$ cat config.mk
export PLATFORM = sky130hd
export DESIGN_NAME = pas_top
export DESIGN_NICKNAME = d
export VERILOG_FILES = /design/src/rtl/pas_pkg.sv /design/src/rtl/pas_serial_port.sv /design/src/rtl/pas_top.sv
export SDC_FILE = /design/constraint.sdc
export NUM_CORES = 1
export LEC_CHECK = 0
export BUFFER_PORTS_ARGS = -buffer_cell sky130_fd_sc_hd__buf_2
export CAP_MARGIN = 10
export CORE_MARGIN = 10
export CORE_UTILIZATION = 55
export CTS_BUF_LIST = sky130_fd_sc_hd__clkbuf_2
export CTS_CLUSTER_SIZE = 25
export DETAILED_ROUTE_END_ITERATION = 10
export GPL_TIMING_DRIVEN = 0
export HOLD_SLACK_MARGIN = 0.03
export PLACE_DENSITY = 0.74
export SLEW_MARGIN = 15
export SYNTH_ARGS = -nofsm -noshare
export SYNTH_HDL_FRONTEND = slang
export SYNTH_SLANG_ARGS = --single-unit
$ cat constraint.sdc
create_clock -name pclk -period 2 [get_ports pclk]
set_clock_uncertainty 0.05 [all_clocks]
set_input_delay 0.1 -clock pclk [delete_from_list [all_inputs] [get_ports pclk]]
set_output_delay 0.1 -clock pclk [all_outputs]
set_load 0.03 [all_outputs]
$ cat src/rtl/pas_pkg.sv
// constants and types for the serial voice ports block
package pas_pkg;
   localparam int PAS_AW = 8;
   localparam logic [PAS_AW-1:0] PAS_ADDR_CTRL0 = 8'h00;
   localparam logic [PAS_AW-1:0] PAS_ADDR_CTRL1 = 8'h04;
   localparam logic [PAS_AW-1:0] PAS_ADDR_CTRL3 = 8'h08;
   localparam logic [PAS_AW-1:0] PAS_ADDR_STAT = 8'h0c;
   localparam logic [7:0] PAS_CTRL_RESET = 8'h00;
   localparam int PAS_CTRL0_RUN = 0;
   localparam int PAS_CTRL0_RSTPD = 5;
   localparam int PAS_CTRL0_PD = 6;
   localparam int PAS_CTRL1_FULL = 5;
   localparam int PAS_CTRL1_TRANS = 7;
   localparam int PAS_CTRL3_ROUTE = 5;
   localparam logic [3:0] PAS_PCM_LEN = 4'h8;
   localparam logic [3:0] PAS_THRU_LEN = 4'h4;
   localparam logic [3:0] PAS_ADPCM_LEN = 4'h4;
   localparam logic [3:0] PAS_ADPCM_THRU_LEN = 4'h8;
   // indices into the synchronised input vector
   localparam int PAS_I_PBCLK = 0;
   localparam int PAS_I_PSYNC = 1;
   localparam int PAS_I_ABCLK = 2;
   localparam int PAS_I_ASYNC = 3;
   localparam int PAS_I_RXIN = 4;
   localparam int PAS_I_PDR_N = 8;
   localparam int PAS_I_PDK_N = 9;
   localparam int PAS_I_RANGE = 10;
   localparam int PAS_I_STYLE = 11;
   localparam int PAS_I_HID = 12;
   localparam int PAS_I_FULL = 13;
   localparam int PAS_I_TRANS = 14;
   localparam int PAS_I_ROUTE = 15;
   localparam int PAS_NSYNC = 17;
   typedef enum logic [0:0] {
      PAS_INIT = 1'b0,
      PAS_RUN = 1'b1
   } pas_mode_t;
endpackage : pas_pkg

$ cat src/rtl/pas_serial_port.sv
// one serial word port: framed shift out and shift in
`timescale 1ns/10ps
`default_nettype none
module pas_serial_port
   import pas_pkg::*;
(
   input wire logic pclk,
   input wire logic presetn,
   input wire logic enable,
   input wire logic bclk_rise,
   input wire logic bclk_fall,
   input wire logic sync_lvl,
   input wire logic sample_on_fall,
   input wire logic [3:0] word_len,
   input wire logic [7:0] tx_word,
   input wire logic rx_bit,
   output logic tx_out,
   output logic tx_oe,
   output logic [7:0] rx_word,
   output logic rx_valid
);
   typedef struct packed {
      logic armed;
      logic sync_prev;
      logic [3:0] tleft;
      logic [3:0] rleft;
      logic [7:0] tshift;
      logic [7:0] rshift;
      logic [7:0] rx_word;
      logic rx_valid;
      logic out;
      logic oe;
   } pas_port_t;
   pas_port_t s, next_s;
   logic start;
   logic [3:0] cnt;
   logic [7:0] sh;

   assign start = bclk_rise && sync_lvl && !s.sync_prev;

   always_comb begin
      next_s = s;
      cnt = 4'h0;
      sh = 8'h00;
      next_s.rx_valid = 1'b0;
      if (bclk_rise) begin
         next_s.sync_prev = sync_lvl;
      end
      if (!enable) begin
         // idle until a fresh frame edge after enabling
         // disarm and float
         next_s.armed = 1'b0;
         next_s.oe = 1'b0;
         next_s.tleft = 4'h0;
         next_s.rleft = 4'h0;
      end else begin
         if (bclk_rise) begin
            if (start) begin
               next_s.armed = 1'b1;
               next_s.out = tx_word[7];
               next_s.tshift = {tx_word[6:0], 1'b0};
               next_s.tleft = word_len - 4'h1;
               next_s.oe = 1'b1;
            end else if (s.armed && s.tleft != 4'h0) begin
               next_s.out = s.tshift[7];
               next_s.tshift = {s.tshift[6:0], 1'b0};
               next_s.tleft = s.tleft - 4'h1;
               next_s.oe = 1'b1;
            end else begin
               next_s.oe = 1'b0;
            end
            if (start) begin
               next_s.rleft = word_len;
            end
         end
         cnt = (start && !sample_on_fall) ? word_len : s.rleft;
         if (((bclk_fall && sample_on_fall) ||
              (bclk_rise && !sample_on_fall)) &&
             (s.armed || start) && cnt != 4'h0) begin
            sh = {s.rshift[6:0], rx_bit};
            next_s.rshift = sh;
            next_s.rleft = cnt - 4'h1;
            if (cnt == 4'h1) begin
               // left align so a short word lands in the top bits
               next_s.rx_word = sh << (4'h8 - word_len);
               next_s.rx_valid = 1'b1;
            end
         end
      end
   end

   always_ff @(posedge pclk or negedge presetn) begin
      if (!presetn) begin
         s <= '0;
      end else begin
         s <= next_s;
      end
   end

   assign tx_out = s.out;
   assign tx_oe = s.oe;
   assign rx_word = s.rx_word;
   assign rx_valid = s.rx_valid;
endmodule : pas_serial_port
`default_nettype wire

$ cat src/rtl/pas_top.sv
// serial voice ports, routing and power-down control with apb registers
`timescale 1ns/10ps
`default_nettype none
// Functional notes
// - reset power-down pin clears all control bits
// - reset power-down pin ORed with ctrl0 bit5
// - keep-state power-down pin preserves control bits
// - keep-state pin ORed with ctrl0 bit6
// - master clock asynchronous to serial clocks
// - pcm out 8 bits msb first, rising
// - all outputs float in power-down or initial
// - pcm in sampled falling edge, msb first
// - full bypass carries routed 4-bit words
// - routing select pins ORed with ctrl3 bits
// - transcoder port timed by adpcm or pcm
// - adpcm out 4 bits msb first, rising
// - transcoder bypass makes adpcm words 8 bits
// - adpcm in sampled rising edge, msb first
// - host interface disable skips initial mode
// - bus style select only reported in status, not acted on
// - adpcm words always in first slot
// - full bypass disables transcoder path
// - transcoder bypass control bypasses transcoder
module pas_top
   import pas_pkg::*;
(
   input wire logic pclk,
   input wire logic presetn,
   input wire logic psel,
   input wire logic penable,
   input wire logic pwrite,
   input wire logic [pas_pkg::PAS_AW-1:0] paddr,
   input wire logic [31:0] pwdata,
   output logic [31:0] prdata,
   output logic pready,
   output logic pslverr,
   input wire logic powerdown_with_reset_n,
   input wire logic powerdown_keep_state_n,
   input wire logic master_clock_range_select,
   input wire logic host_interface_disable,
   input wire logic host_bus_style_select,
   input wire logic full_bypass_control,
   input wire logic transcoder_bypass_control,
   input wire logic [1:0] pcm_routing_select,
   input wire logic pcm_bit_clock,
   input wire logic pcm_frame_sync,
   input wire logic adpcm_bit_clock,
   input wire logic adpcm_frame_sync,
   input wire logic acoustic_pcm_in,
   input wire logic transcoder_pcm_in,
   input wire logic line_pcm_in,
   input wire logic adpcm_rx_serial_in,
   output logic acoustic_pcm_out,
   output logic acoustic_pcm_out_oe,
   output logic transcoder_pcm_out,
   output logic transcoder_pcm_out_oe,
   output logic line_pcm_out,
   output logic line_pcm_out_oe,
   output logic adpcm_tx_serial_out,
   output logic adpcm_tx_serial_out_oe
);
   typedef struct packed {
      logic [PAS_NSYNC-1:0] s1;
      logic [PAS_NSYNC-1:0] s2;
      logic [1:0] bprev;
      logic [7:0] ctrl0;
      logic [7:0] ctrl1;
      logic [7:0] ctrl3;
      pas_mode_t mode;
      logic [3:0][7:0] held;
      logic [31:0] rdata;
   } pas_state_t;
   pas_state_t s, next_s;

   // port order: 0 acoustic, 1 transcoder pcm, 2 line, 3 adpcm
   logic [3:0] p_rise, p_fall, p_sync, p_en, p_rxbit;
   logic [3:0] p_out, p_oe, p_valid;
   logic [3:0] p_len [4];
   logic [7:0] p_txw [4];
   logic [7:0] p_rxw [4];
   logic [PAS_NSYNC-1:0] raw;
   logic rst_pd, pd, full, trans, pcm_rise, adp_rise, pcm_fall, adp_fall;
   logic [1:0] route;
   logic wr, rd_setup, mapped;

   // source input for each pcm output under a routing code
   function automatic logic [1:0] pas_src(input logic [1:0] r,
                                          input int unsigned o);
      logic [1:0] m;
      m = 2'(o);
      if (r[0]) begin
         unique case (m)
            2'h0: pas_src = 2'h1;
            2'h1: pas_src = 2'h0;
            default: pas_src = 2'h2;
         endcase
      end else begin
         unique case (m)
            2'h0: pas_src = 2'h2;
            2'h2: pas_src = 2'h0;
            default: pas_src = 2'h1;
         endcase
      end
   endfunction : pas_src

   function automatic logic pas_mapped(input logic [PAS_AW-1:0] a);
      pas_mapped = (a == PAS_ADDR_CTRL0) || (a == PAS_ADDR_CTRL1) ||
                   (a == PAS_ADDR_CTRL3) || (a == PAS_ADDR_STAT);
   endfunction : pas_mapped

   // every outside input is resynchronised to pclk
   assign raw = {pcm_routing_select, transcoder_bypass_control,
                 full_bypass_control, host_interface_disable,
                 host_bus_style_select, master_clock_range_select,
                 powerdown_keep_state_n, powerdown_with_reset_n,
                 adpcm_rx_serial_in, line_pcm_in, transcoder_pcm_in,
                 acoustic_pcm_in, adpcm_frame_sync, adpcm_bit_clock,
                 pcm_frame_sync, pcm_bit_clock};

   // reset power-down from pin or bit
   assign rst_pd = !s.s2[PAS_I_PDR_N] || s.ctrl0[PAS_CTRL0_RSTPD];
   // keep-state power-down from pin or bit
   assign pd = rst_pd || !s.s2[PAS_I_PDK_N] || s.ctrl0[PAS_CTRL0_PD];
   // full bypass pin ORed with its bit
   assign full = s.s2[PAS_I_FULL] || s.ctrl1[PAS_CTRL1_FULL];
   // transcoder bypass pin ORed with its bit
   assign trans = s.s2[PAS_I_TRANS] || s.ctrl1[PAS_CTRL1_TRANS];
   // routing pins ORed with ctrl3 bits
   assign route = s.s2[PAS_I_ROUTE +: 2] |
                  s.ctrl3[PAS_CTRL3_ROUTE +: 2];
   assign pcm_rise = s.s2[PAS_I_PBCLK] && !s.bprev[0];
   assign pcm_fall = !s.s2[PAS_I_PBCLK] && s.bprev[0];
   assign adp_rise = s.s2[PAS_I_ABCLK] && !s.bprev[1];
   assign adp_fall = !s.s2[PAS_I_ABCLK] && s.bprev[1];

   assign wr = psel && penable && pwrite;
   assign rd_setup = psel && !penable;
   assign mapped = pas_mapped(paddr);

   always_comb begin
      for (int i = 0; i < 4; i++) begin
         p_rise[i] = pcm_rise;
         p_fall[i] = pcm_fall;
         p_sync[i] = s.s2[PAS_I_PSYNC];
         p_rxbit[i] = s.s2[PAS_I_RXIN + i];
         // float in power-down or initial mode
         p_en[i] = !pd && (s.mode == PAS_RUN);
         // eight bit words, four in full bypass
         p_len[i] = full ? PAS_THRU_LEN : PAS_PCM_LEN;
         p_txw[i] = s.held[pas_src(route, i)];
      end
      // transcoder pcm port on adpcm timing for upper codes
      if (route[1]) begin
         p_rise[1] = adp_rise;
         p_fall[1] = adp_fall;
         p_sync[1] = s.s2[PAS_I_ASYNC];
      end
      // decoder stand-in: received adpcm code feeds transcoder out
      if (!full) begin
         p_txw[1] = s.held[3];
      end
      // adpcm port only ever uses the first slot
      p_rise[3] = adp_rise;
      p_fall[3] = adp_fall;
      p_sync[3] = s.s2[PAS_I_ASYNC];
      // transcoder path off in full bypass
      p_en[3] = !pd && (s.mode == PAS_RUN) && !full;
      // four bit code, eight in bypass
      p_len[3] = trans ? PAS_ADPCM_THRU_LEN : PAS_ADPCM_LEN;
      // encoder stand-in: upper bits of the transcoder pcm input
      p_txw[3] = s.held[1];
   end

   always_comb begin
      next_s = s;
      next_s.s1 = raw;
      // first stage feeds only the second stage
      next_s.s2 = s.s1;
      next_s.bprev = {s.s2[PAS_I_ABCLK], s.s2[PAS_I_PBCLK]};
      for (int i = 0; i < 4; i++) begin
         if (p_valid[i]) begin
            next_s.held[i] = p_rxw[i];
         end
      end
      if (wr) begin
         if (paddr == PAS_ADDR_CTRL0) begin
            next_s.ctrl0 = pwdata[7:0];
         end
         if (paddr == PAS_ADDR_CTRL1) begin
            next_s.ctrl1 = pwdata[7:0];
         end
         if (paddr == PAS_ADDR_CTRL3) begin
            next_s.ctrl3 = pwdata[7:0];
         end
      end
      // skip initial mode when host interface unused
      if (!pd && (s.s2[PAS_I_HID] || s.ctrl0[PAS_CTRL0_RUN])) begin
         next_s.mode = PAS_RUN;
      end
      // reset power-down returns control bits to initial
      if (rst_pd) begin
         next_s.ctrl0 = PAS_CTRL_RESET;
         next_s.ctrl1 = PAS_CTRL_RESET;
         next_s.ctrl3 = PAS_CTRL_RESET;
         next_s.mode = PAS_INIT;
      end
      // read data captured in setup so it stands through access
      if (rd_setup) begin
         next_s.rdata = 32'h0000_0000;
         if (paddr == PAS_ADDR_CTRL0) begin
            next_s.rdata[7:0] = s.ctrl0;
         end
         if (paddr == PAS_ADDR_CTRL1) begin
            next_s.rdata[7:0] = s.ctrl1;
         end
         if (paddr == PAS_ADDR_CTRL3) begin
            next_s.rdata[7:0] = s.ctrl3;
         end
         if (paddr == PAS_ADDR_STAT) begin
            // style and range strap levels reported, not acted on
            next_s.rdata[7:0] = {route, trans, full,
                                 s.s2[PAS_I_STYLE], s.s2[PAS_I_RANGE],
                                 s.mode == PAS_RUN, pd};
         end
      end
   end

   always_ff @(posedge pclk or negedge presetn) begin
      if (!presetn) begin
         s <= '0;
      end else begin
         s <= next_s;
      end
   end

   genvar g;
   generate
      for (g = 0; g < 4; g++) begin : g_port
         // pcm inputs sample falling, adpcm rising
         pas_serial_port u_port (
            .pclk(pclk),
            .presetn(presetn),
            .enable(p_en[g]),
            .bclk_rise(p_rise[g]),
            .bclk_fall(p_fall[g]),
            .sync_lvl(p_sync[g]),
            .sample_on_fall(g != 3),
            .word_len(p_len[g]),
            .tx_word(p_txw[g]),
            .rx_bit(p_rxbit[g]),
            .tx_out(p_out[g]),
            .tx_oe(p_oe[g]),
            .rx_word(p_rxw[g]),
            .rx_valid(p_valid[g])
         );
      end
   endgenerate

   // no wait states; unmapped addresses answer with an error
   assign pready = 1'b1;
   assign pslverr = psel && penable && !mapped;
   assign prdata = s.rdata;
   assign acoustic_pcm_out = p_out[0];
   assign acoustic_pcm_out_oe = p_oe[0];
   assign transcoder_pcm_out = p_out[1];
   assign transcoder_pcm_out_oe = p_oe[1];
   assign line_pcm_out = p_out[2];
   assign line_pcm_out_oe = p_oe[2];
   assign adpcm_tx_serial_out = p_out[3];
   assign adpcm_tx_serial_out_oe = p_oe[3];
endmodule : pas_top
`default_nettype wire

# Yosys cells after proc, flatten, opt, wreduce, memory -nomap -nowiden
# Index checks and enable logic that the tools add are counted.
dict set report totals {
  inputBits 62
  wordCells 292
  ff_bits 244
  out_inout_bits 42
}
dict set report op_classes {
  n_reduce_logical 99
  n_eq_ne 25
  n_shift 4
  bitwise_logic 1
  n_addsub 12
  magnitude_cmp 3
  n_mux 97
}
# cell n
set ops {}
lappend ops {{2-to-1 mux 8 bit} 23}
lappend ops {{2-to-1 mux 4 bit} 17}
lappend ops {{2-to-1 mux 16 bit} 4}
lappend ops {{binary-select mux 8 bit (select 2 bit)} 3}
lappend ops {{subtractor 4 x 1 -> 4 bit, second input constant} 10}
lappend ops {{AND reduction 2 bit} 18}
lappend ops {{2-to-1 mux 1 bit} 34}
lappend ops {{nonzero test 4 bit} 8}
lappend ops {{<< shifter 8 x 4 -> 8 bit} 4}
lappend ops {{logical AND 1 bit} 29}
lappend ops {{2-to-1 mux 2 bit} 14}
lappend ops {{2-to-1 mux 25 bit} 1}
lappend ops {{2-to-1 mux 24 bit} 1}
lappend ops {{AND reduction 3 bit} 8}
lappend ops {{inequality test 3 x 1 -> 1 bit, second input constant} 6}
lappend ops {{nonzero test 2 bit} 9}
lappend ops {{== test 4 x 1 -> 1 bit, second input constant} 4}
lappend ops {{== test 8 x 4 -> 1 bit, second input constant} 2}
lappend ops {{logical NOT 1 bit} 13}
lappend ops {{logical OR 1 bit} 13}
lappend ops {{inequality test 3 bit, second input constant} 4}
lappend ops {{< comparator 2 x 3 -> 1 bit, second input constant} 3}
lappend ops {{== test 8 x 3 -> 1 bit, second input constant} 1}
lappend ops {{logical NOT 8 bit} 1}
lappend ops {{other kinds (5)} 11}

# Depth between registers and ports, before layout
# Gate-level depths: netlist of run 1.
dict set report logic_depth {
  depth_word 10
  depth_mapped 8
  ltp_nobuf 7
}

# Hierarchy
# From an unflattened synthesis of run 1, not the netlist that was laid out.
dict set report hier_totals {
  cells_unflattened 1241
  hier_area_um2 13344.0
}
# mod cells_each seq_area_each_um2 area_per_inst_um2 instances
set modules_own_cells {}
lappend modules_own_cells {pas_serial_port 222 875.8 2223.4 4}
lappend modules_own_cells {pas_top 353 2527.4 4450.5 1}

# Worst setup path after synthesis of run 1
# Ideal clock, no wire load.
dict set report synth_path {
  path_type {register to register}
  from {register s[71] in the netlist's numbering}
  to {register g_port[1].u_port.s[21] in the netlist's numbering}
  synth_period_minus_slack_ns 2.075
  setup_time_ns 0.126
  arrival_time_ns 1.899
  t_required_ns 1.824
  path_buffers 0
  stages_incl_launch_ff 6
  slack_ns -0.075
  path_cell_list {dfrtp_1 -> nor2_1 -> mux2_2 -> a211o_1 -> a21o_1 -> a221o_1}
}
dict set report synth_between {
  elab_chain_len 6
  word_cells_on_any_way 8
  classes_between {mux (3); bitwise (1); reduce/logical (4)}
}
# item line
set synth_lines {}
lappend synth_lines {{start: declaration} pas_top.sv:73} ;# pas_state_t s, next_s;
lappend synth_lines {{start signal: assignment} pas_top.sv:232} ;# s <= next_s;
lappend synth_lines {{bitwise OR 2 bit *} pas_top.sv:129} ;# assign route = s.s2[PAS_I_ROUTE +: 2] |
lappend synth_lines {{2-to-1 mux 1 bit} pas_top.sv:153} ;# if (route[1]) begin
lappend synth_lines {{logical AND 1 bit (2 in a row)} pas_serial_port.sv:39} ;# assign start = bclk_rise && sync_lvl && !s.sync_prev;
lappend synth_lines {{nonzero test 2 bit (no source line)} n/a}
lappend synth_lines {{AND reduction 3 bit (no source line)} n/a}
lappend synth_lines {{end signal: assignment} pas_serial_port.sv:96} ;# s <= next_s;
lappend synth_lines {{end: declaration} pas_serial_port.sv:34} ;# pas_port_t s, next_s;
# Mark *: on every way between the ends. The rest lies on a longest branch, timed or not.
# A chain may end at the register's enable or synchronous reset.

# Worst setup path after layout of run 1
dict set report layout_path {
  from {register s[71] in the netlist's numbering}
  to {register g_port[1].u_port.s (netlist bit g_port[1].u_port.rx_word[7])}
}
dict set report layout_between {
  elab_chain_len 8
  word_cells_on_any_way 10
  classes_between {mux (3); bitwise (1); reduce/logical (6)}
}
# item line
set layout_lines {}
lappend layout_lines {{bitwise OR 2 bit *} pas_top.sv:129}
lappend layout_lines {{2-to-1 mux 1 bit} pas_top.sv:153}
lappend layout_lines {{logical AND 1 bit (2 in a row)} pas_serial_port.sv:39}
lappend layout_lines {{logical OR 1 bit} pas_serial_port.sv:79} ;# (s.armed || start) && cnt != 4'h0) begin
lappend layout_lines {{logical AND 1 bit *} pas_serial_port.sv:78} ;# (bclk_rise && !sample_on_fall)) &&
lappend layout_lines {{logical AND 1 bit *} pas_serial_port.sv:79}
lappend layout_lines {{AND reduction 3 bit (no source line) *} n/a}
# Marked as above.

==> results of run 1 <==
-- through the flow --
step                      util [%]  instance area [um2]  power (mW)
after floorplan                  -                10900        5.32
after global placement        59.2                11500        5.53
after detailed placement      59.6                11600        5.55
after CTS                     68.4                13300        9.20
after global routing          70.0                13600        9.61
final                         70.0                13600        9.16
-- cells in the final DEF (no fill, tap or decap), types with 13 or more instances in the layout --
master and n:
nor2_1 83, conb_1 25, dfrtp_1 233, nor3_1 13
dlygate4sd3_1 67, clkbuf_2 92, buf_4 63, nand2_1 124
clkbuf_1 19, o211ai_1 15, ha_1 16, buf_2 56
a31oi_1 27, a21oi_1 28, inv_1 41, o21ai_0 46
mux2i_1 42, mux2_2 69, nand3_1 19
-- power by group --
group	switching, mW	internal, mW
registers	0.0533	4.89
logic	0.416	0.299
clock network	1.97	1.53
total	2.44	6.72
-- layout make-up --
cell class                 instances  share of cell area, %
antenna                            1                 0.0184
buffer                            75                   3.46
clock buffer                      85                   3.13
clock inverter                    16                   1.12
inverter                          43                   1.19
multi-input combinational        654                   34.7
sequential                       239                   44.1
tap                              265                   2.44
timing repair buffer             158                   9.86
-- registers in the layout, indices dropped and copies added, names as in the netlist --
signal and cells:
p_sync 2, p_txw 8, p_rxbit 4, g_port.u_port.tx_oe 4
g_port.u_port.rx_valid 4, g_port.u_port.s 94, s 60, next_s 19
g_port.u_port.rx_word 32, prdata 8, g_port.u_port.tx_out 4
-- per-layer routing --
metal	GRT usage [%]	vias up
li1	-	3912
met1	24.7	4172
met2	32.7	252
met3	4.86	59
met4	8.10	0
met5	0	-
-- what timing repair did --
| action | in CTS | in global routing |
|---|---|---|
| buffers inserted | 20 | 13 |
| cloned | 1 | 0 |
| endpoints found under the hold margin | 197 | 1 |
| hold buffers | 69 | 2 |
| pin swaps | 19 | 20 |
| gates resized for setup | 67 | 76 |
| setup endpoints to repair | 123 | 124 |
-- logic make-up after synthesis --
logic type | count (synthesis) | synth area share (%)
compound gates | 166 | 9.98
xor+xnor | 1 | 0.0812
fa+ha+maj | 16 | 1.86
buf+inv | 124 | 5.61
flops | 239 | 55.4
mux | 121 | 12.9
other cells | 2 | 0.0696
simple gates | 324 | 14.1
-- worst paths after layout --
kind,startpoint,to,slack (ns),cells after the start
max,s[71],g_port[1].u_port.rx_word[7],-0.08,5
min,paddr[3],prdata[1],0.10,4
max reg2reg,s[71],g_port[1].u_port.rx_word[7],-0.08,5
min reg2reg,next_s[103],s[103],0.28,0
max in group asynchronous,presetn,g_port[0].u_port.s[14],0.64,5
min in group asynchronous,presetn,s[84],0.37,4
-- worst register-to-register path, cell delays in order (launching register included) --
cell	delay, ns
dfrtp_2	0.48
or2_4	0.31
or3_4	0.42
nand2_8	0.12
o2111ai_4	0.22
mux2_4	0.36
==> flow_summary.toml, run 1 <==
[drt]
routed.top_layer = "met4"
drcViolationCount = 0
drt-total-wl_mm = 26.0
m1WireLength_mm = 11.2
wl_per_cell_um = 16.9
vias_per_cell = 5.47
vias = 8395
ant_nets = 0
wl_met2_mm = 12.8
drt_iter0_markers = 514
drt_pass1_iterations = 5
wl_met3_mm = 1.24

[floorplanning]
coreArea_um2 = 19400
rows = 51
initial_core_util_pct = 55.6
pin_count = 104
die_area_um2 = 25600
fp.dieH_um = 160
die_x_um = 160

[cells_and_area]
syn_to_final_growth_pct = 25.9
multi_input_area_um2 = 4710
drive_above_1_share_pct = 31.0
fin_nets = 1315
seqCellArea_um2 = 5990
num-fill-cells = 1408
finalNonFillerCells = 1536

[placement]
place_congestion = 0.867
pre_cts_slack_ns = -0.545
hpwl_mm = 16.0
io_buffers = 54
placed_cells = 1337

[synth]
synth_common_cells = "dfrtp_1 (239), nand2_1 (128), nor2_1 (92)"
yosysMostFrequentCell = "dfrtp_1"
ys_async_sr_fraction_pct = 100
yosys_register_bits = 239
synth.area.top_cells = "dfrtp_1 (55%), mux2_2 (7.5%), nand2_1 (4.5%), mux2i_1 (3.9%), nor2_1 (3.2%)"
ys_warn_count = 0
syn-cell-area_um2 = 10800
ys_seq_area_share_pct = 55.4
yosys_most_used_dff = "dfrtp_1"
yosysTopAreaCellShare_pct = 55.4
synth_edf_count = 0
yosysTopAreaCell = "dfrtp_1"
ys_types = 64
syn_inst = 993
syn_area_per_cell_um2 = 10.9

[timing]
whs_ns = 0.104
period_minus_slack_ns = 2.08
fmax_mhz = 481
finalCritPeriodShare_pct = 104
worst_slew_pin_slew_ns = 0.732
slew_headroom_pct = 51.2
rsz0062_at_grt = "yes"
fin_ws_ns = -0.0780
setup_total_negative_slack_ns = -0.669
setup_viol = 23
slew_violations = 0
hold_viol = 0

[power]
pwr_density_cell_nw_per_um2 = 674
p_leak_nw = 6.43
peakVddDrop_v = 0.000403

[critical_path]
cpMaxStageDelayCell = "dfrtp_2"
worstPathRequired_ns = 2.61
max_stage_delay_ns = 0.48
startpoint_type = "flop"
criticalPathCategory = "flop to flop"
cp_max_fo = 8
worst_setup_path_end_kind = "flop"
crit_family = "simple AND/OR/NAND/NOR gates"
critical_path_buf_inv_count = 0
crit_chain = "or2_4 -> or3_4 -> nand2_8 -> o2111ai_4 -> mux2_4"
crit_arrival_ns = 2.69

[clocking]
clock-root-buffer = "clkbuf_2"
numClockSinks = 239
clkTransAtPathRegs_ns = 0.11
htree_levels = 3
cts_tree = "built"
clk_latency_ns = 0.81
numCtsBuffers = 66
cts_buffer_depth = 3

[min_path]
hp-class = "input pin to flop"

[global_route]
antenna_found_initial = 1
grt_usage_pct = 19.9
grt_overflow = 0
grt_max_degree = 95
grt_pass1_vias = 8491
grt_pass1_wl_mm = 42.6

[outcome]
violations = "setup timing"
outcome = "finished with violations"

[job]
cap_violations = 0
Power figures use the tool's default switching activity.
==> run 2: changes to the inputs <==
--- a/config.mk
+++ b/config.mk
@@ -5,16 +5,17 @@
 export SDC_FILE = /design/constraint.sdc
 export NUM_CORES = 1
 export LEC_CHECK = 0
+export ABC_AREA = 1
 export BUFFER_PORTS_ARGS = -buffer_cell sky130_fd_sc_hd__buf_2
 export CAP_MARGIN = 10
 export CORE_MARGIN = 10
-export CORE_UTILIZATION = 55
+export CORE_UTILIZATION = 56
 export CTS_BUF_LIST = sky130_fd_sc_hd__clkbuf_2
 export CTS_CLUSTER_SIZE = 25
 export DETAILED_ROUTE_END_ITERATION = 10
 export GPL_TIMING_DRIVEN = 0
 export HOLD_SLACK_MARGIN = 0.03
-export PLACE_DENSITY = 0.74
+export PLACE_DENSITY = 0.75
 export SLEW_MARGIN = 15
 export SYNTH_ARGS = -nofsm -noshare
 export SYNTH_HDL_FRONTEND = slang
==> flow_summary.toml, run 2 <==
[outcome]
outcome = "completed"

[power]
p_leak_nw = 6.69
pwr-share-comb_pct = 8.8
peakVddDrop_v = 0.000439
p_sw_mw = 2.46
p_seq_share_pct = 56.4
swShare_pct = 27.9
internal-power_mw = 6.36
pwr_density_cell_nw_per_um2 = 671
pwr-share-clk_pct = 34.8

[cells_and_area]
final_util_pct = 67.8
finalNonFillerCells = 1781
mostFrequentLayoutCells = "nand2_1 (404), dfrtp_1 (239), o21ai_0 (155)"
fin_nets = 1548
final_area_um2 = 13100
layout_commonest_cell = "nand2_1"
drive_above_1_share_pct = 18.0
largest_register = "g_port.u_port.s"
syn_to_final_growth_pct = 19.1
largest_reg_flops = 94

[synth]
synth_xor_area_share_pct = 0.952
synth.area.top_cells = "dfrtp_1 (54%), nand2_1 (14%), o21ai_0 (7.1%), nand3_1 (3.5%), inv_1 (3.5%)"
synth_compound_area_share_pct = 11.8
synth_top_family_by_area = "simple AND/OR/NAND/NOR gates"
yosys_most_used_dff = "dfrtp_1"
syn_inst = 1256
syn_area_per_cell_um2 = 8.79
synth_edf_count = 0
synth_fa_ha_area_share_pct = 1.81
yosysTopAreaCell = "dfrtp_1"
synthMuxAreaShare_pct = 1.12
syn-cell-area_um2 = 11000
yosysTopAreaCellShare_pct = 54.2
yosys_register_bits = 239
ys_async_sr_fraction_pct = 100
ys_seq_area_share_pct = 54.2
ys_types = 44
ys_warn_count = 0
yosysMostFrequentCell = "nand2_1"
synthSimpleGateAreaFrac_pct = 22.0
synth_common_cells = "nand2_1 (408), dfrtp_1 (239), o21ai_0 (157)"

[drt]
ant_nets = 0
drcViolationCount = 0
vias = 8924
drt_iter0_markers = 569
wl_per_cell_um = 14.1
drt_pass1_iterations = 7
vias_per_cell = 5.01
drt-total-wl_mm = 25.1

[global_route]
grt_usage_pct = 19.6
grt_use_met2_pct = 31.9
grt_pass1_wl_mm = 42.6
grt_pass1_vias = 8873
busiest_layer = "met2"
grt_max_degree = 109
antenna_found_initial = 1
grt_util_met3_pct = 4.12
grtUsageMet1_pct = 25.4
grt_overflow = 0

[placement]
hpwl_mm = 17.0
pre_cts_slack_ns = -0.0764
io_buffers = 54
place_congestion = 0.852
placed_cells = 1600
dpl_cell_area_um2 = 11800

[critical_path]
critical_path_buf_inv_count = 6
crit_chain = "dlygate4sd3_1 -> buf_2 -> nand3_1 -> dlygate4sd3_1 -> inv_1 -> nand2_2 -> clkbuf_4 -> nand3_1 -> o21ai_0 -> dlygate4sd3_1"
r2r-start = "s[86]"
crit_top_cell = "dlygate4sd3_1"
cp_max_fo = 10
r2r_setup_slack_ns = 0.11
max_stage_delay_ns = 0.59
cpMaxStageDelayCell = "dlygate4sd3_1"
worst_setup_path_end_kind = "flop"
worstPathRequired_ns = 2.70
crit_arrival_ns = 2.62
criticalPathCategory = "input pin to flop"
crit_path_start = "penable"
crit_family = "buffers and inverters"
startpoint_type = "input pin"

[timing]
slew_violations = 0
rsz0062_at_grt = "yes"
hold_viol = 0
finalCritPeriodShare_pct = 96.2
fin_ws_ns = 0.0752
slew_headroom_pct = 63.1
worst_slew_pin_slew_ns = 0.554
fmax_mhz = 520
period_minus_slack_ns = 1.92
setup_viol = 0

[floorplanning]
pin_count = 104
die_x_um = 160
fp.dieH_um = 160
rows = 51
coreArea_um2 = 19400
initial_core_util_pct = 56.9
die_area_um2 = 25700

[clocking]
cts_buffer_depth = 3
clock-root-buffer = "clkbuf_2"
clkTransAtPathRegs_ns = 0.11
htree_levels = 2
cts_tree = "built"
clk_latency_ns = 0.87
numCtsBuffers = 60
numClockSinks = 239

[min_path]
hp-class = "input pin to flop"
worstHoldStart = "psel"

[job]
cap_violations = 0
-- run 2: final timing paths --
kind / end / cells past startpoint
hold / removal: prdata[0] / 6
setup / recovery: s[82] / 10
setup reg to reg: g_port[3].u_port.s[26] / 11
hold reg to reg: s[106] / 0
max in group asynchronous: next_s[100] / 4
min in group asynchronous: g_port[0].u_port.s[32] / 4
-- run 2: layout make-up --
type	count	area, um2
flip-flops and latches	239	5980
clock buffers	87	435
clock inverters	20	77.6
fillers	1591	6250
multi-input cells	851	4310
well taps	265	332
repair buffers	130	1080
inverters	114	443
plain buffers	74	479
diodes	1	2.50
-- run 2: kinds of logic after synthesis --
| kind of cell | Yosys count |
|---|---|
| AO/OA/AOI/OAI | 231 |
| XOR/XNOR | 12 |
| adder cells (fa/ha/maj) | 16 |
| buffers and inverters | 189 |
| flip-flops | 239 |
| multiplexers | 11 |
| other | 2 |
| AND/OR/NAND/NOR | 556 |
-- run 2: metal layers --
layer,vias to the layer above,routed length [um]
li1,4465,-
met1,4160,11100
met2,247,12000
met3,52,1410
met4,0,597
met5,-,0
-- run 2: tightest hold or removal path, delay by kind of cell --
family          cells  cell delay [ns]
buf+inv             2             0.69
compound gates      2             0.13
simple gates        2             0.24
-- run 2: stage by stage --
stage                     power [mW]  hold WS (ns)  setup TNS, ns
after floorplan                 5.44        -0.246              0
after global placement          5.69         0.157        -790.20
after detailed placement        5.71       -0.0409         -0.246
after CTS                       8.88         0.187              0
after global routing            9.27         0.251         -0.300
final                           8.82         0.266              0
-- run 2: power by group through the flow --
stage                     clock network (mW)  registers [mW]  logic [mW]
after floorplan                            0            5.05       0.394
after global placement                     0            5.06       0.629
after detailed placement                   0            5.06       0.652
after CTS                               3.16            4.96       0.759
after global routing                    3.43            4.98       0.862
final                                   3.07            4.97       0.777
-- run 2: repair_timing --
action / CTS / global route
pin swaps: 0 / 2
hold buffers: 74 / 0
setup buffers: 0 / 1
endpoints found under the hold margin: 288 / 0
resized for setup: 4 / 38
endpoints found under the setup margin: 29 / 80
==> run 3: changes to the inputs <==
--- a/config.mk
+++ b/config.mk
@@ -15,7 +15,7 @@
 export DETAILED_ROUTE_END_ITERATION = 10
 export GPL_TIMING_DRIVEN = 0
 export HOLD_SLACK_MARGIN = 0.03
-export PLACE_DENSITY = 0.75
+export PLACE_DENSITY = 0.88
 export SLEW_MARGIN = 15
 export SYNTH_ARGS = -nofsm -noshare
 export SYNTH_HDL_FRONTEND = slang
==> flow_summary.toml, run 3 (synthesis results as in run 2) <==
[outcome]
outcome = "finished with violations"
violations = "setup timing"

[job]
cap_violations = 0

[power]
swShare_pct = 28.4
pwr-share-comb_pct = 9.1
p_sw_mw = 2.51
pwr-share-clk_pct = 34.6
internal-power_mw = 6.33
peakVddDrop_v = 0.000506
p_leak_nw = 6.72
p_seq_share_pct = 56.3
pwr_density_cell_nw_per_um2 = 672

[critical_path]
cp_max_fo = 10
worst_setup_path_end_kind = "flop"
crit_arrival_ns = 2.68
crit_family = "buffers and inverters"
criticalPathCategory = "input pin to flop"
max_stage_delay_ns = 0.64
worstPathRequired_ns = 2.67
crit_chain = "dlygate4sd3_1 -> buf_2 -> nor2_1 -> dlygate4sd3_1 -> nand3_1 -> nor2_4 -> nand2_2 -> clkbuf_2 -> nand3_1 -> o21ai_0"
cpMaxStageDelayCell = "dlygate4sd3_1"
critical_path_buf_inv_count = 4
startpoint_type = "input pin"

[timing]
slew_headroom_pct = 65.7
worst_slew_pin_slew_ns = 0.515
fmax_mhz = 497
rsz0062_at_grt = "yes"
fin_ws_ns = -0.0124
period_minus_slack_ns = 2.01
slew_violations = 0
finalCritPeriodShare_pct = 101
hold_viol = 0
setup_total_negative_slack_ns = -0.0239
setup_viol = 2

[clocking]
clkTransAtPathRegs_ns = 0.11
htree_levels = 2
clk_latency_ns = 0.86
numCtsBuffers = 57
numClockSinks = 239
cts_buffer_depth = 3
clock-root-buffer = "clkbuf_2"
cts_tree = "built"

[drt]
m1WireLength_mm = 11.0
vias_per_cell = 5.42
drt_pass1_iterations = 6
ant_nets = 0
drcViolationCount = 0
vias = 9626
drt-total-wl_mm = 28.3
wl_met2_mm = 14.1
drt_iter0_markers = 998
wl_met3_mm = 2.10
wl_per_cell_um = 16.0
routed.top_layer = "met4"

[cells_and_area]
syn_to_final_growth_pct = 19.3
final_area_um2 = 13200
final_util_pct = 67.9
mostFrequentLayoutCells = "nand2_1 (405), dfrtp_1 (239), o21ai_0 (155)"
layout_commonest_cell = "nand2_1"
finalNonFillerCells = 1776
fin_nets = 1550
largest_reg_flops = 94
num-fill-cells = 1370
largest_register = "g_port.u_port.s"
drive_above_1_share_pct = 18.6

[placement]
place_congestion = 0.889
dpl_cell_area_um2 = 11800
hpwl_mm = 17.2
pre_cts_slack_ns = -0.142
placed_cells = 1600
io_buffers = 54

[floorplanning]
initial_core_util_pct = 56.9
coreArea_um2 = 19400
die_area_um2 = 25700
pin_count = 104
rows = 51
fp.dieH_um = 160
die_x_um = 160

[global_route]
antenna_found_initial = 1
grt_overflow = 0
grt_pass1_wl_mm = 46.3
grt_usage_pct = 21.2
grt_pass1_vias = 9694
grt_max_degree = 109

[min_path]
hp-class = "input pin to flop"
[run 3: power groups by stage]
stage | logic [mW] | registers [mW] | clock network (mW)
6_report | 0.804 | 4.98 | 3.06
5_1_grt | 0.878 | 4.99 | 3.37
4_1_cts | 0.756 | 4.97 | 3.09
3_5_place_dp | 0.649 | 5.06 | 0
3_3_place_gp | 0.616 | 5.06 | 0
2_1_floorplan | 0.394 | 5.05 | 0
[run 3: final timing paths]
path	from	end	slack (ns)	cells after the start
min in group asynchronous	presetn	s[75]	0.25	4
min	paddr[6]	s[78]	0.24	8
max reg2reg	next_s[89]	g_port[0].u_port.s[30]	0.06	9
max	paddr[0]	s[85]	-0.01	10
max in group asynchronous	presetn	g_port[0].u_port.rx_valid	0.35	6
min reg2reg	next_s[91]	next_s[89]	0.31	0
[run 3: final cells by class]
type	instances	area (um2)	share of cell area, %
timing repair buffer	135	1120	8.49
inverter	114	445	3.38
antenna	1	2.50	0.0190
multi-input combinational	851	4330	32.9
tap	265	332	2.52
clock inverter	10	40.0	0.304
sequential	239	5980	45.4
clock buffer	87	435	3.31
buffer	74	482	3.66
[run 3: per-layer routing]
| metal | GRT usage (%) | vias up |
|---|---|---|
| met5 | 0 | - |
| met4 | 11.0 | 0 |
| met3 | 4.86 | 123 |
| met2 | 35.4 | 491 |
| met1 | 25.2 | 4541 |
| li1 | - | 4471 |
[run 3: per-stage QoR]
stage / hold slack, ns / power, mW
after floorplan: -0.246 / 5.44
final: 0.241 / 8.85
after detailed placement: -0.0699 / 5.71
after global placement: 0.157 / 5.67
after global routing: 0.210 / 9.24
after CTS: 0.166 / 8.81
[run 3: tightest hold or removal path: cells and delay by family]
family,cells,cell delay [ns]
AOI/OAI and AO/OA,2,0.17
buffers and inverters,3,0.55
and+or+nand+nor,3,0.28
[run 3: what timing repair did]
item,4_1_cts,5_1_grt
resized for setup,4,42
hold buffers,70,1
hold endpoints to repair,288,3
setup buffers,0,9
pin swaps,0,5
setup endpoints to repair,22,117
